**config.mk**
```make
export PLATFORM = sky130hd
export DESIGN_NAME = hbp_port
export DESIGN_NICKNAME = d
export VERILOG_FILES = /design/src/include/hbp_pkg.sv /design/src/core/hbp_port.sv
export SDC_FILE = /design/constraint.sdc
export NUM_CORES = 1
export LEC_CHECK = 0
export CAP_MARGIN = 10
export CORE_MARGIN = 2
export CORE_UTILIZATION = 60
export DETAILED_ROUTE_END_ITERATION = 12
export DONT_BUFFER_PORTS = 1
export PLACE_DENSITY = 0.76
export SLEW_MARGIN = 25
export SYNTH_ARGS = -nofsm -noshare
export SYNTH_HDL_FRONTEND = slang
export SYNTH_SLANG_ARGS = --single-unit
```
**constraint.sdc**
```tcl
create_clock -name clk -period 3.2 [get_ports clk]
set_input_delay 0.48 -clock clk [delete_from_list [all_inputs] [get_ports clk]]
set_output_delay 0.48 -clock clk [all_outputs]
set_load 0.02 [all_outputs]
```
**src/include/hbp_pkg.sv**
```systemverilog
// Shared types and constants of the parallel host bus port.
package hbp_pkg;
  localparam logic [15:0] HBP_CORE_LIMIT = 16'h2000;
  localparam logic [1:0] HBP_BE_BOTH = 2'h3;
  localparam logic [1:0] HBP_BE_LO = 2'h1;
  localparam logic [1:0] HBP_BE_HI = 2'h2;
  localparam logic [7:0] HBP_BYTE_RST = 8'h00;
  localparam logic [15:0] HBP_WORD_RST = 16'h0000;

  // Polarity bits are 1 for an active-high pin.
  typedef struct packed {
    logic rw_mode;
    logic rw_pol;
    logic en_pol;
    logic rd_pol;
    logic wr_pol;
    logic cs_pol;
    logic ale_pol;
    logic be_pol;
    logic hold_pol;
    logic ale_qual;
    logic dual_phase;
    logic bus16;
    logic indexed;
    logic posted;
  } hbp_cfg_t;

  typedef struct packed {
    logic valid;
    logic write;
    logic [15:0] addr;
    logic [15:0] data;
    logic [1:0] be;
  } hbp_req_t;

  typedef struct packed {
    logic cs_q;
    logic rd_q;
    logic wr_q;
    logic [7:0] addr_hi;
    logic [7:0] addr_lo;
    logic pending;
    logic issued;
    logic rdone;
    logic np_done;
    logic hold_act;
    hbp_req_t req;
    logic [15:0] rdata;
    logic [7:0] lo_o;
    logic lo_oe;
    logic [7:0] hi_o;
    logic hi_oe;
    logic hold_o;
    logic hold_oe;
  } hbp_st_t;

  localparam hbp_st_t HBP_ST_RST = '0;
endpackage : hbp_pkg

```
**src/core/hbp_port.sv**
```systemverilog
// Slave side of the multiplexed 8/16-bit host bus port.
`timescale 1ns/1ps
`default_nettype none

module hbp_port
  import hbp_pkg::*;
#(
  parameter logic [15:0] CORE_LIMIT = HBP_CORE_LIMIT
) (
  input wire logic clk,
  input wire logic rst_n,
  input wire hbp_cfg_t cfg,
  input wire logic device_select,
  input wire logic read_strobe,
  input wire logic write_strobe,
  input wire logic high_addr_latch_strobe,
  input wire logic low_addr_latch_strobe,
  input wire logic [1:0] byte_lane_enables,
  input wire logic big_endian,
  input wire logic [7:0] ad_lo_in,
  input wire logic [7:0] d_hi_in,
  output logic [7:0] ad_lo_out,
  output logic ad_lo_oe,
  output logic [7:0] d_hi_out,
  output logic d_hi_oe,
  output logic hold_out,
  output logic hold_oe,
  output hbp_req_t int_req,
  input wire logic int_ack,
  input wire logic [15:0] int_rdata
);

  function automatic logic is_core(input logic [15:0] a);
    is_core = a < CORE_LIMIT;
  endfunction : is_core

  function automatic logic [15:0] swap16(input logic [15:0] v,
                                        input logic sw);
    swap16 = sw ? {v[7:0], v[15:8]} : v;
  endfunction : swap16

  hbp_st_t st_ff;
  hbp_st_t nxt_st;

  logic cs_a;
  logic rd_a;
  logic wr_a;
  logic high_addr_latch_strobe_a;
  logic low_addr_latch_strobe_a;
  logic ale_ok;
  logic [1:0] be_a;
  logic wide;
  logic swap;
  logic [15:0] addr;
  logic wr_rise;
  logic wr_fall;
  logic [15:0] wdata;
  logic [1:0] wbe;
  logic [15:0] rview;

  always_comb begin
    cs_a = device_select == cfg.cs_pol;
    if (cfg.rw_mode) begin
      rd_a = (transfer_en()) && (read_strobe != cfg.rw_pol);
      wr_a = (transfer_en()) && (read_strobe == cfg.rw_pol);
    end else begin
      rd_a = read_strobe == cfg.rd_pol;
      wr_a = write_strobe == cfg.wr_pol;
    end
    be_a = cfg.be_pol ? byte_lane_enables : ~byte_lane_enables;
    ale_ok = !cfg.ale_qual || cs_a;
    high_addr_latch_strobe_a = (high_addr_latch_strobe == cfg.ale_pol) && ale_ok;
    low_addr_latch_strobe_a = (low_addr_latch_strobe == cfg.ale_pol) && ale_ok;
    wide = cfg.bus16 && !cfg.indexed;
    swap = wide && big_endian;
    addr = {st_ff.addr_hi, st_ff.addr_lo};
    wr_rise = wr_a && !st_ff.wr_q;
    wr_fall = st_ff.wr_q && !wr_a;
  end

  // The select-plus-enable scheme shares the write strobe pin as enable.
  function automatic logic transfer_en();
    transfer_en = write_strobe == cfg.en_pol;
  endfunction : transfer_en

  // Lane steering for writes; only the low shared lines carry 8-bit data.
  always_comb begin
    if (wide) begin
      wdata = swap16({d_hi_in, ad_lo_in}, swap);
      wbe = is_core(addr) ? be_a : HBP_BE_BOTH;
      if (swap) begin
        wbe = {wbe[0], wbe[1]};
      end
    end else begin
      wdata = {ad_lo_in, ad_lo_in};
      wbe = addr[0] ? HBP_BE_HI : HBP_BE_LO;
    end
  end

  assign rview = swap16(st_ff.rdata, swap);

  always_comb begin
    nxt_st = st_ff;
    nxt_st.cs_q = cs_a;
    nxt_st.rd_q = rd_a;
    nxt_st.wr_q = wr_a;

    if (cfg.dual_phase) begin
      // Either phase may come first or be skipped.
      if (high_addr_latch_strobe_a) begin
        nxt_st.addr_hi = ad_lo_in;
      end
      if (low_addr_latch_strobe_a) begin
        nxt_st.addr_lo = ad_lo_in;
      end
    end else if (low_addr_latch_strobe_a) begin
      nxt_st.addr_hi = d_hi_in;
      nxt_st.addr_lo = ad_lo_in;
    end

    // The internal side keeps one request; ack retires it.
    if (st_ff.req.valid && int_ack) begin
      nxt_st.req.valid = 1'b0;
      if (st_ff.req.write) begin
        nxt_st.pending = 1'b0;
        nxt_st.np_done = st_ff.wr_q;
      end else begin
        nxt_st.rdata = int_rdata;
        nxt_st.rdone = 1'b1;
      end
    end

    if (rd_a && cs_a) begin
      if (!st_ff.issued && !st_ff.pending && !st_ff.req.valid) begin
        nxt_st.issued = 1'b1;
        nxt_st.req = '{valid: 1'b1, write: 1'b0, addr: addr,
                       data: HBP_WORD_RST, be: wbe};
      end
    end else if (!rd_a) begin
      nxt_st.issued = 1'b0;
      nxt_st.rdone = 1'b0;
    end

    if (cs_a && (cfg.posted || cfg.indexed)) begin
      if (wr_fall && !st_ff.req.valid) begin
        nxt_st.pending = 1'b1;
        nxt_st.req = '{valid: 1'b1, write: 1'b1, addr: addr,
                       data: wdata, be: wbe};
      end
    end else if (cs_a) begin
      if (wr_rise && is_core(addr) && !st_ff.req.valid) begin
        // Core space and process RAM take the write while strobe active.
        nxt_st.req = '{valid: 1'b1, write: 1'b1, addr: addr,
                       data: wdata, be: wbe};
      end else if (wr_rise) begin
        // Other registers commit at strobe end, so release early.
        nxt_st.np_done = 1'b1;
      end
      if (wr_fall && !is_core(addr) && !st_ff.req.valid) begin
        nxt_st.req = '{valid: 1'b1, write: 1'b1, addr: addr,
                       data: wdata, be: wbe};
      end
    end
    if (!wr_a && !wr_fall) begin
      nxt_st.np_done = 1'b0;
    end

    // Hold stays active until internal work for this cycle is done; a non-posted write outside core space releases it at strobe start.
    nxt_st.hold_act = st_ff.pending || nxt_st.pending
      || (rd_a && !st_ff.rdone)
      || (wr_a && !cfg.posted && !cfg.indexed
          && !st_ff.np_done);
    nxt_st.hold_oe = cs_a;
    nxt_st.hold_o = nxt_st.hold_act ? cfg.hold_pol : !cfg.hold_pol;

    nxt_st.lo_oe = cs_a && rd_a;
    nxt_st.hi_oe = cs_a && rd_a && wide;
    if (wide) begin
      nxt_st.lo_o = rview[7:0];
      nxt_st.hi_o = rview[15:8];
    end else begin
      nxt_st.lo_o = addr[0] ? st_ff.rdata[15:8] : st_ff.rdata[7:0];
      nxt_st.hi_o = HBP_BYTE_RST;
    end
  end

  always_ff @(posedge clk or negedge rst_n) begin
    if (!rst_n) begin
      st_ff <= HBP_ST_RST;
    end else begin
      st_ff <= nxt_st;
    end
  end

  assign ad_lo_out = st_ff.lo_o;
  assign ad_lo_oe = st_ff.lo_oe;
  assign d_hi_out = st_ff.hi_o;
  assign d_hi_oe = st_ff.hi_oe;
  assign hold_out = st_ff.hold_o;
  assign hold_oe = st_ff.hold_oe;
  assign int_req = st_ff.req;
endmodule : hbp_port

`default_nettype wire

```
# ---- Yosys cells after proc, flatten, opt, wreduce, memory -nomap -nowiden
# Cells that the tools add are included.
dict set report classes {
  order_cmp 1
  n_eq_ne 11
  muxes 42
  n_bitwise 2
  reduce_logical 46
}
# cell count
set op_table {}
lappend op_table {{36-bit 2-to-1 mux} 7}
lappend op_table {{16-bit 2-to-1 mux} 5}
lappend op_table {{8-bit 2-to-1 mux} 5}
lappend op_table {{1-bit logical AND} 24}
lappend op_table {{1-bit 2-to-1 mux} 18}
lappend op_table {{16-bit by 14-bit < comparator with 1-bit output (second input constant)} 1}
lappend op_table {{2-bit 2-to-1 mux} 7}
lappend op_table {{1-bit zero test} 13}
lappend op_table {{1-bit == test} 7}
lappend op_table {{2-bit AND reduction} 3}
lappend op_table {{1-bit logical OR} 5}
lappend op_table {{2-bit by 1-bit != test with 1-bit output (second input constant)} 2}
lappend op_table {{2-bit != test (second input constant)} 1}
lappend op_table {{2-bit inverter} 1}
lappend op_table {{2-bit nonzero test} 1}
lappend op_table {{1-bit != test} 1}
lappend op_table {{1-bit inverter} 1}
dict set report totals {
  reg_bits 93
  inputBits 57
  elab_cells 121
}

# ---- Logic depth before layout (Yosys ltp)
dict set report depth {
  word_depth 12
  mapped_depth 8
  depth_no_buf 5
}

# ---- Worst setup path before layout
# OpenSTA, ideal clock, no wires.
dict set report synth_path {
  path_type {input -> register}
  startpoint {in cfg[12] in the netlist's numbering}
  endpoint {reg st_ff, in the netlist hold_out}
  setup_ns 0.122
  arrival_time_ns 1.839
  path_slack_ns 1.240
  cell_stages 7
  path_buffers 2
  cell_sequence {xnor2_1 -> and3_1 -> buf_2 -> or3b_1 -> buf_2 -> o311a_1 -> xor2_1}
}
# item line
set synth_rtl {}
lappend synth_rtl {{start, declared} hbp_port.sv:12} ;# input wire hbp_cfg_t cfg,
lappend synth_rtl {{end signal, assigned} hbp_port.sv:191} ;# st_ff <= nxt_st;
lappend synth_rtl {{end, declared} hbp_port.sv:42} ;# hbp_st_t st_ff;

==> flow_summary_export.csv <==
group,metric,value,unit
run_status,status,"complete, no violations",
sta,finalCritPeriodShare,0.687,
floorplan,fp.dieW,91.3,microns
clock_tree,cts.sinks,93,
layout,syn2layout_area_growth,-1.89,%
sta,min_period,2.20,ns
worst_hold_path,hp-class,"in -> async",
pwr,power_density,891,mW/mm^2
layout,layout-drive-gt1-share,0.0942,
logic_synthesis,syn_area,0.00457,sq mm
floorplan,initial_core_util,0.624,
detailed_routing,drt_wl_total,9.40,mm
critical_path,cp_slowest_cell,"nor3_4",
logic_synthesis,syn-num-nets,468,
logic_synthesis,syn_inst,411,
logic_synthesis,synth-edff-count,0,
sta,fmax,0.455,GHz
critical_path,worstPathCellList,"or3_1 > o21ai_0 > nor3_2 > nor3_4 > o22ai_1",
critical_path,crit_fanout,18,
critical_path,cp-end-kind,"flip-flop",
logic_synthesis,yosysMostFrequentCell,"dfrtp_1",
detailed_routing,routed-wl-met2,4.58,mm
pwr,power_leakage,0.00214,uW
sta,slew_violations,0,
clock_tree,cts_inserted_buffers,9,
critical_path,crit_buf_inv,0,
grt,grt_max_degree,94,
detailed_routing,detail_route.wl_per_cell,20.4,microns
detailed_routing,met3_length,880,microns
detailed_routing,dr.pass1.iters,4,
logic_synthesis,yosysSeqAreaShare,0.509,
detailed_routing,top_layer,"met4",
detailed_routing,via_per_inst,6.13,
logic_synthesis,synth_top_cell_by_area,"dfrtp_1",
floorplan,die-area,0.00834,sq mm
placed_design,io_buffers,0,
placed_design,gp_congestion,0.823,
clock_tree,clk_pin_slew_worst_paths,0.10,ns
clock_tree,cts_buffer_depth,2,
logic_synthesis,yosys.area.top_type_share,0.509,
floorplan,core_area,0.00733,sq mm
critical_path,critPathTopFamily,"simple AND/OR/NAND/NOR gates",
floorplan,die_h,91.3,microns
placed_design,dp.final_hpwl,6.71,mm
clock_tree,post_cts_buffers,0,
sta,fin_tns_setup,0,ns
grt,grt_pass1_wl,14.9,mm
sta,clock_skew,0.0158,ns
layout,final_util,0.612,
detailed_routing,ant_nets,0,
clock_tree,h-tree-depth,3,
pwr,finalPower,4000,uW
layout,insertedDiodeCount,0,
clock_tree,cts_tree,"done",
critical_path,worstSetupStartpointType,"flip-flop",
logic_synthesis,synth_warnings,0,
critical_path,worst_path_largest_cell_delay,0.62,ns
logic_synthesis,synth_cell_types,42,
logic_synthesis,synth.area.top_cells,"dfrtp_1, mux2i_1, buf_4",
grt,antenna_found_initial,0,
logic_synthesis,synthArstFlopShare,1.00,
floorplan,core.rowCount,31,
job,timing.max_cap.violations,0,
sta,final-hold-violation-count,0,
sta,setup_violations,0,
detailed_routing,via_count,2819,
sta,rsz0062_at_grt,"false",
sta,worst_slew_pin_slew,0.906,ns
critical_path,cp.required,3.41,ns
critical_path,critPathKind,"reg -> reg",
logic_synthesis,synth-main-ff-cell,"dfrtp_1",
detailed_routing,drc,0,
logic_synthesis,avgSynthCellArea,11.1,sq um
detailed_routing,drtIter0Drc,152,
sta,maxSlewHeadroom,0.394,
layout,nets,413,
placed_design,dpl_worst_slack,1.01,ns
logic_synthesis,ys_ff_latch,93,
clock_tree,clockRootBuffer,"clkbuf_8",
sta,layout_setup_ws,1.00,ns
grt,grt_pass1_vias,2839,
logic_synthesis,synthTopCellsByCount,"dfrtp_1, buf_4, mux2i_1",
floorplan,pin_count,113,
grt,grt_usage,0.232,
clock_tree,worstSkewPairLatency,0.37,ns
critical_path,crit_arrival,2.41,ns
detailed_routing,wl_met1,3.80,mm
pwr,ir_drop,0.000432,V
grt,gr-total-overflow,0,
sta,hold_ws,0.0195,ns
final cells by class:
type | count | area (sq um)
Clock inverter | 7 | 87.6
Tap cell | 99 | 124
Clock buffer | 9 | 124
Timing Repair Buffer | 5 | 57.6
Sequential cell | 93 | 2330
Fill cell | 591 | 2840
Inverter | 5 | 18.8
Multi-Input combinational cell | 242 | 1750
repair_timing:
action	in CTS	in global routing
hold buffers	1	0
resized for setup	0	0
endpoints found under the hold margin	93	0
metal layers:
layer / vias to the layer above / GRT usage
met4: 0 / 0.0732
met1: 1405 / 0.294
li1: 1262 / -
met3: 13 / 0.0797
met5: - / 0
met2: 139 / 0.378
flip-flops by register name, summed over array words and instances, names as in the netlist:
register and flops:
int_req 36, st_ff 21, addr 16, ad_lo_out 8
d_hi_out 8, ad_lo_oe 1, d_hi_oe 1, hold_oe 1
hold_out 1
final timing paths:
path                           from          end  slack [ns]  cells after the start
min in group clk             cfg[5]     hold_out        0.20                      1
max in group asynchronous     rst_n   int_req[1]        2.81                      1
setup / recovery           addr[14]  int_req[30]        1.00                      5
hold reg to reg             addr[5]      addr[5]        0.50                      1
hold / removal                rst_n    st_ff[22]        0.02                      1
setup reg to reg           addr[14]  int_req[30]        1.00                      5
metrics by stage:
stage,cell area [sq um],std cells
after floorplan,4570,411
final,4490,460
after global routing,4490,460
after detailed placement,4240,443
after CTS,4480,460
after global placement,4240,443
power by group:
group / internal (uW) / leakage (uW) / switching (uW)
clock: 382 / 0.000109 / 453
combinational: 386 / 0.000866 / 442
sequential: 1620 / 0.00116 / 710
total: 2390 / 0.00214 / 1600
layout by cell type (no fill, tap or decap), types with 2 or more instances in the layout:
master	instances
a21oi_1	5
buf_4	4
clkbuf_8	9
dfrtp_1	93
inv_1	4
inv_6	3
inv_8	2
mux2_1	26
mux2_2	6
mux2i_1	51
nand2_1	46
nand2b_1	2
nand3b_1	2
nor2_1	18
nor3_1	3
o21ai_0	4
o21ai_1	26
o21ai_2	2
o22ai_1	17
or3_1	2
or3b_1	2
xnor2_1	3
xor2_1	8
cell families after synthesis:
| kind of cell | count (synthesis) | share of synthesized area |
|---|---|---|
| flip-flops | 93 | 0.509 |
| multiplexers | 83 | 0.190 |
| AND/OR/NAND/NOR | 83 | 0.0824 |
| buffers and inverters | 76 | 0.111 |
| AO/OA/AOI/OAI | 65 | 0.0867 |
| XOR/XNOR | 11 | 0.0211 |
Note: power is estimated with default switching activity, not from simulation.
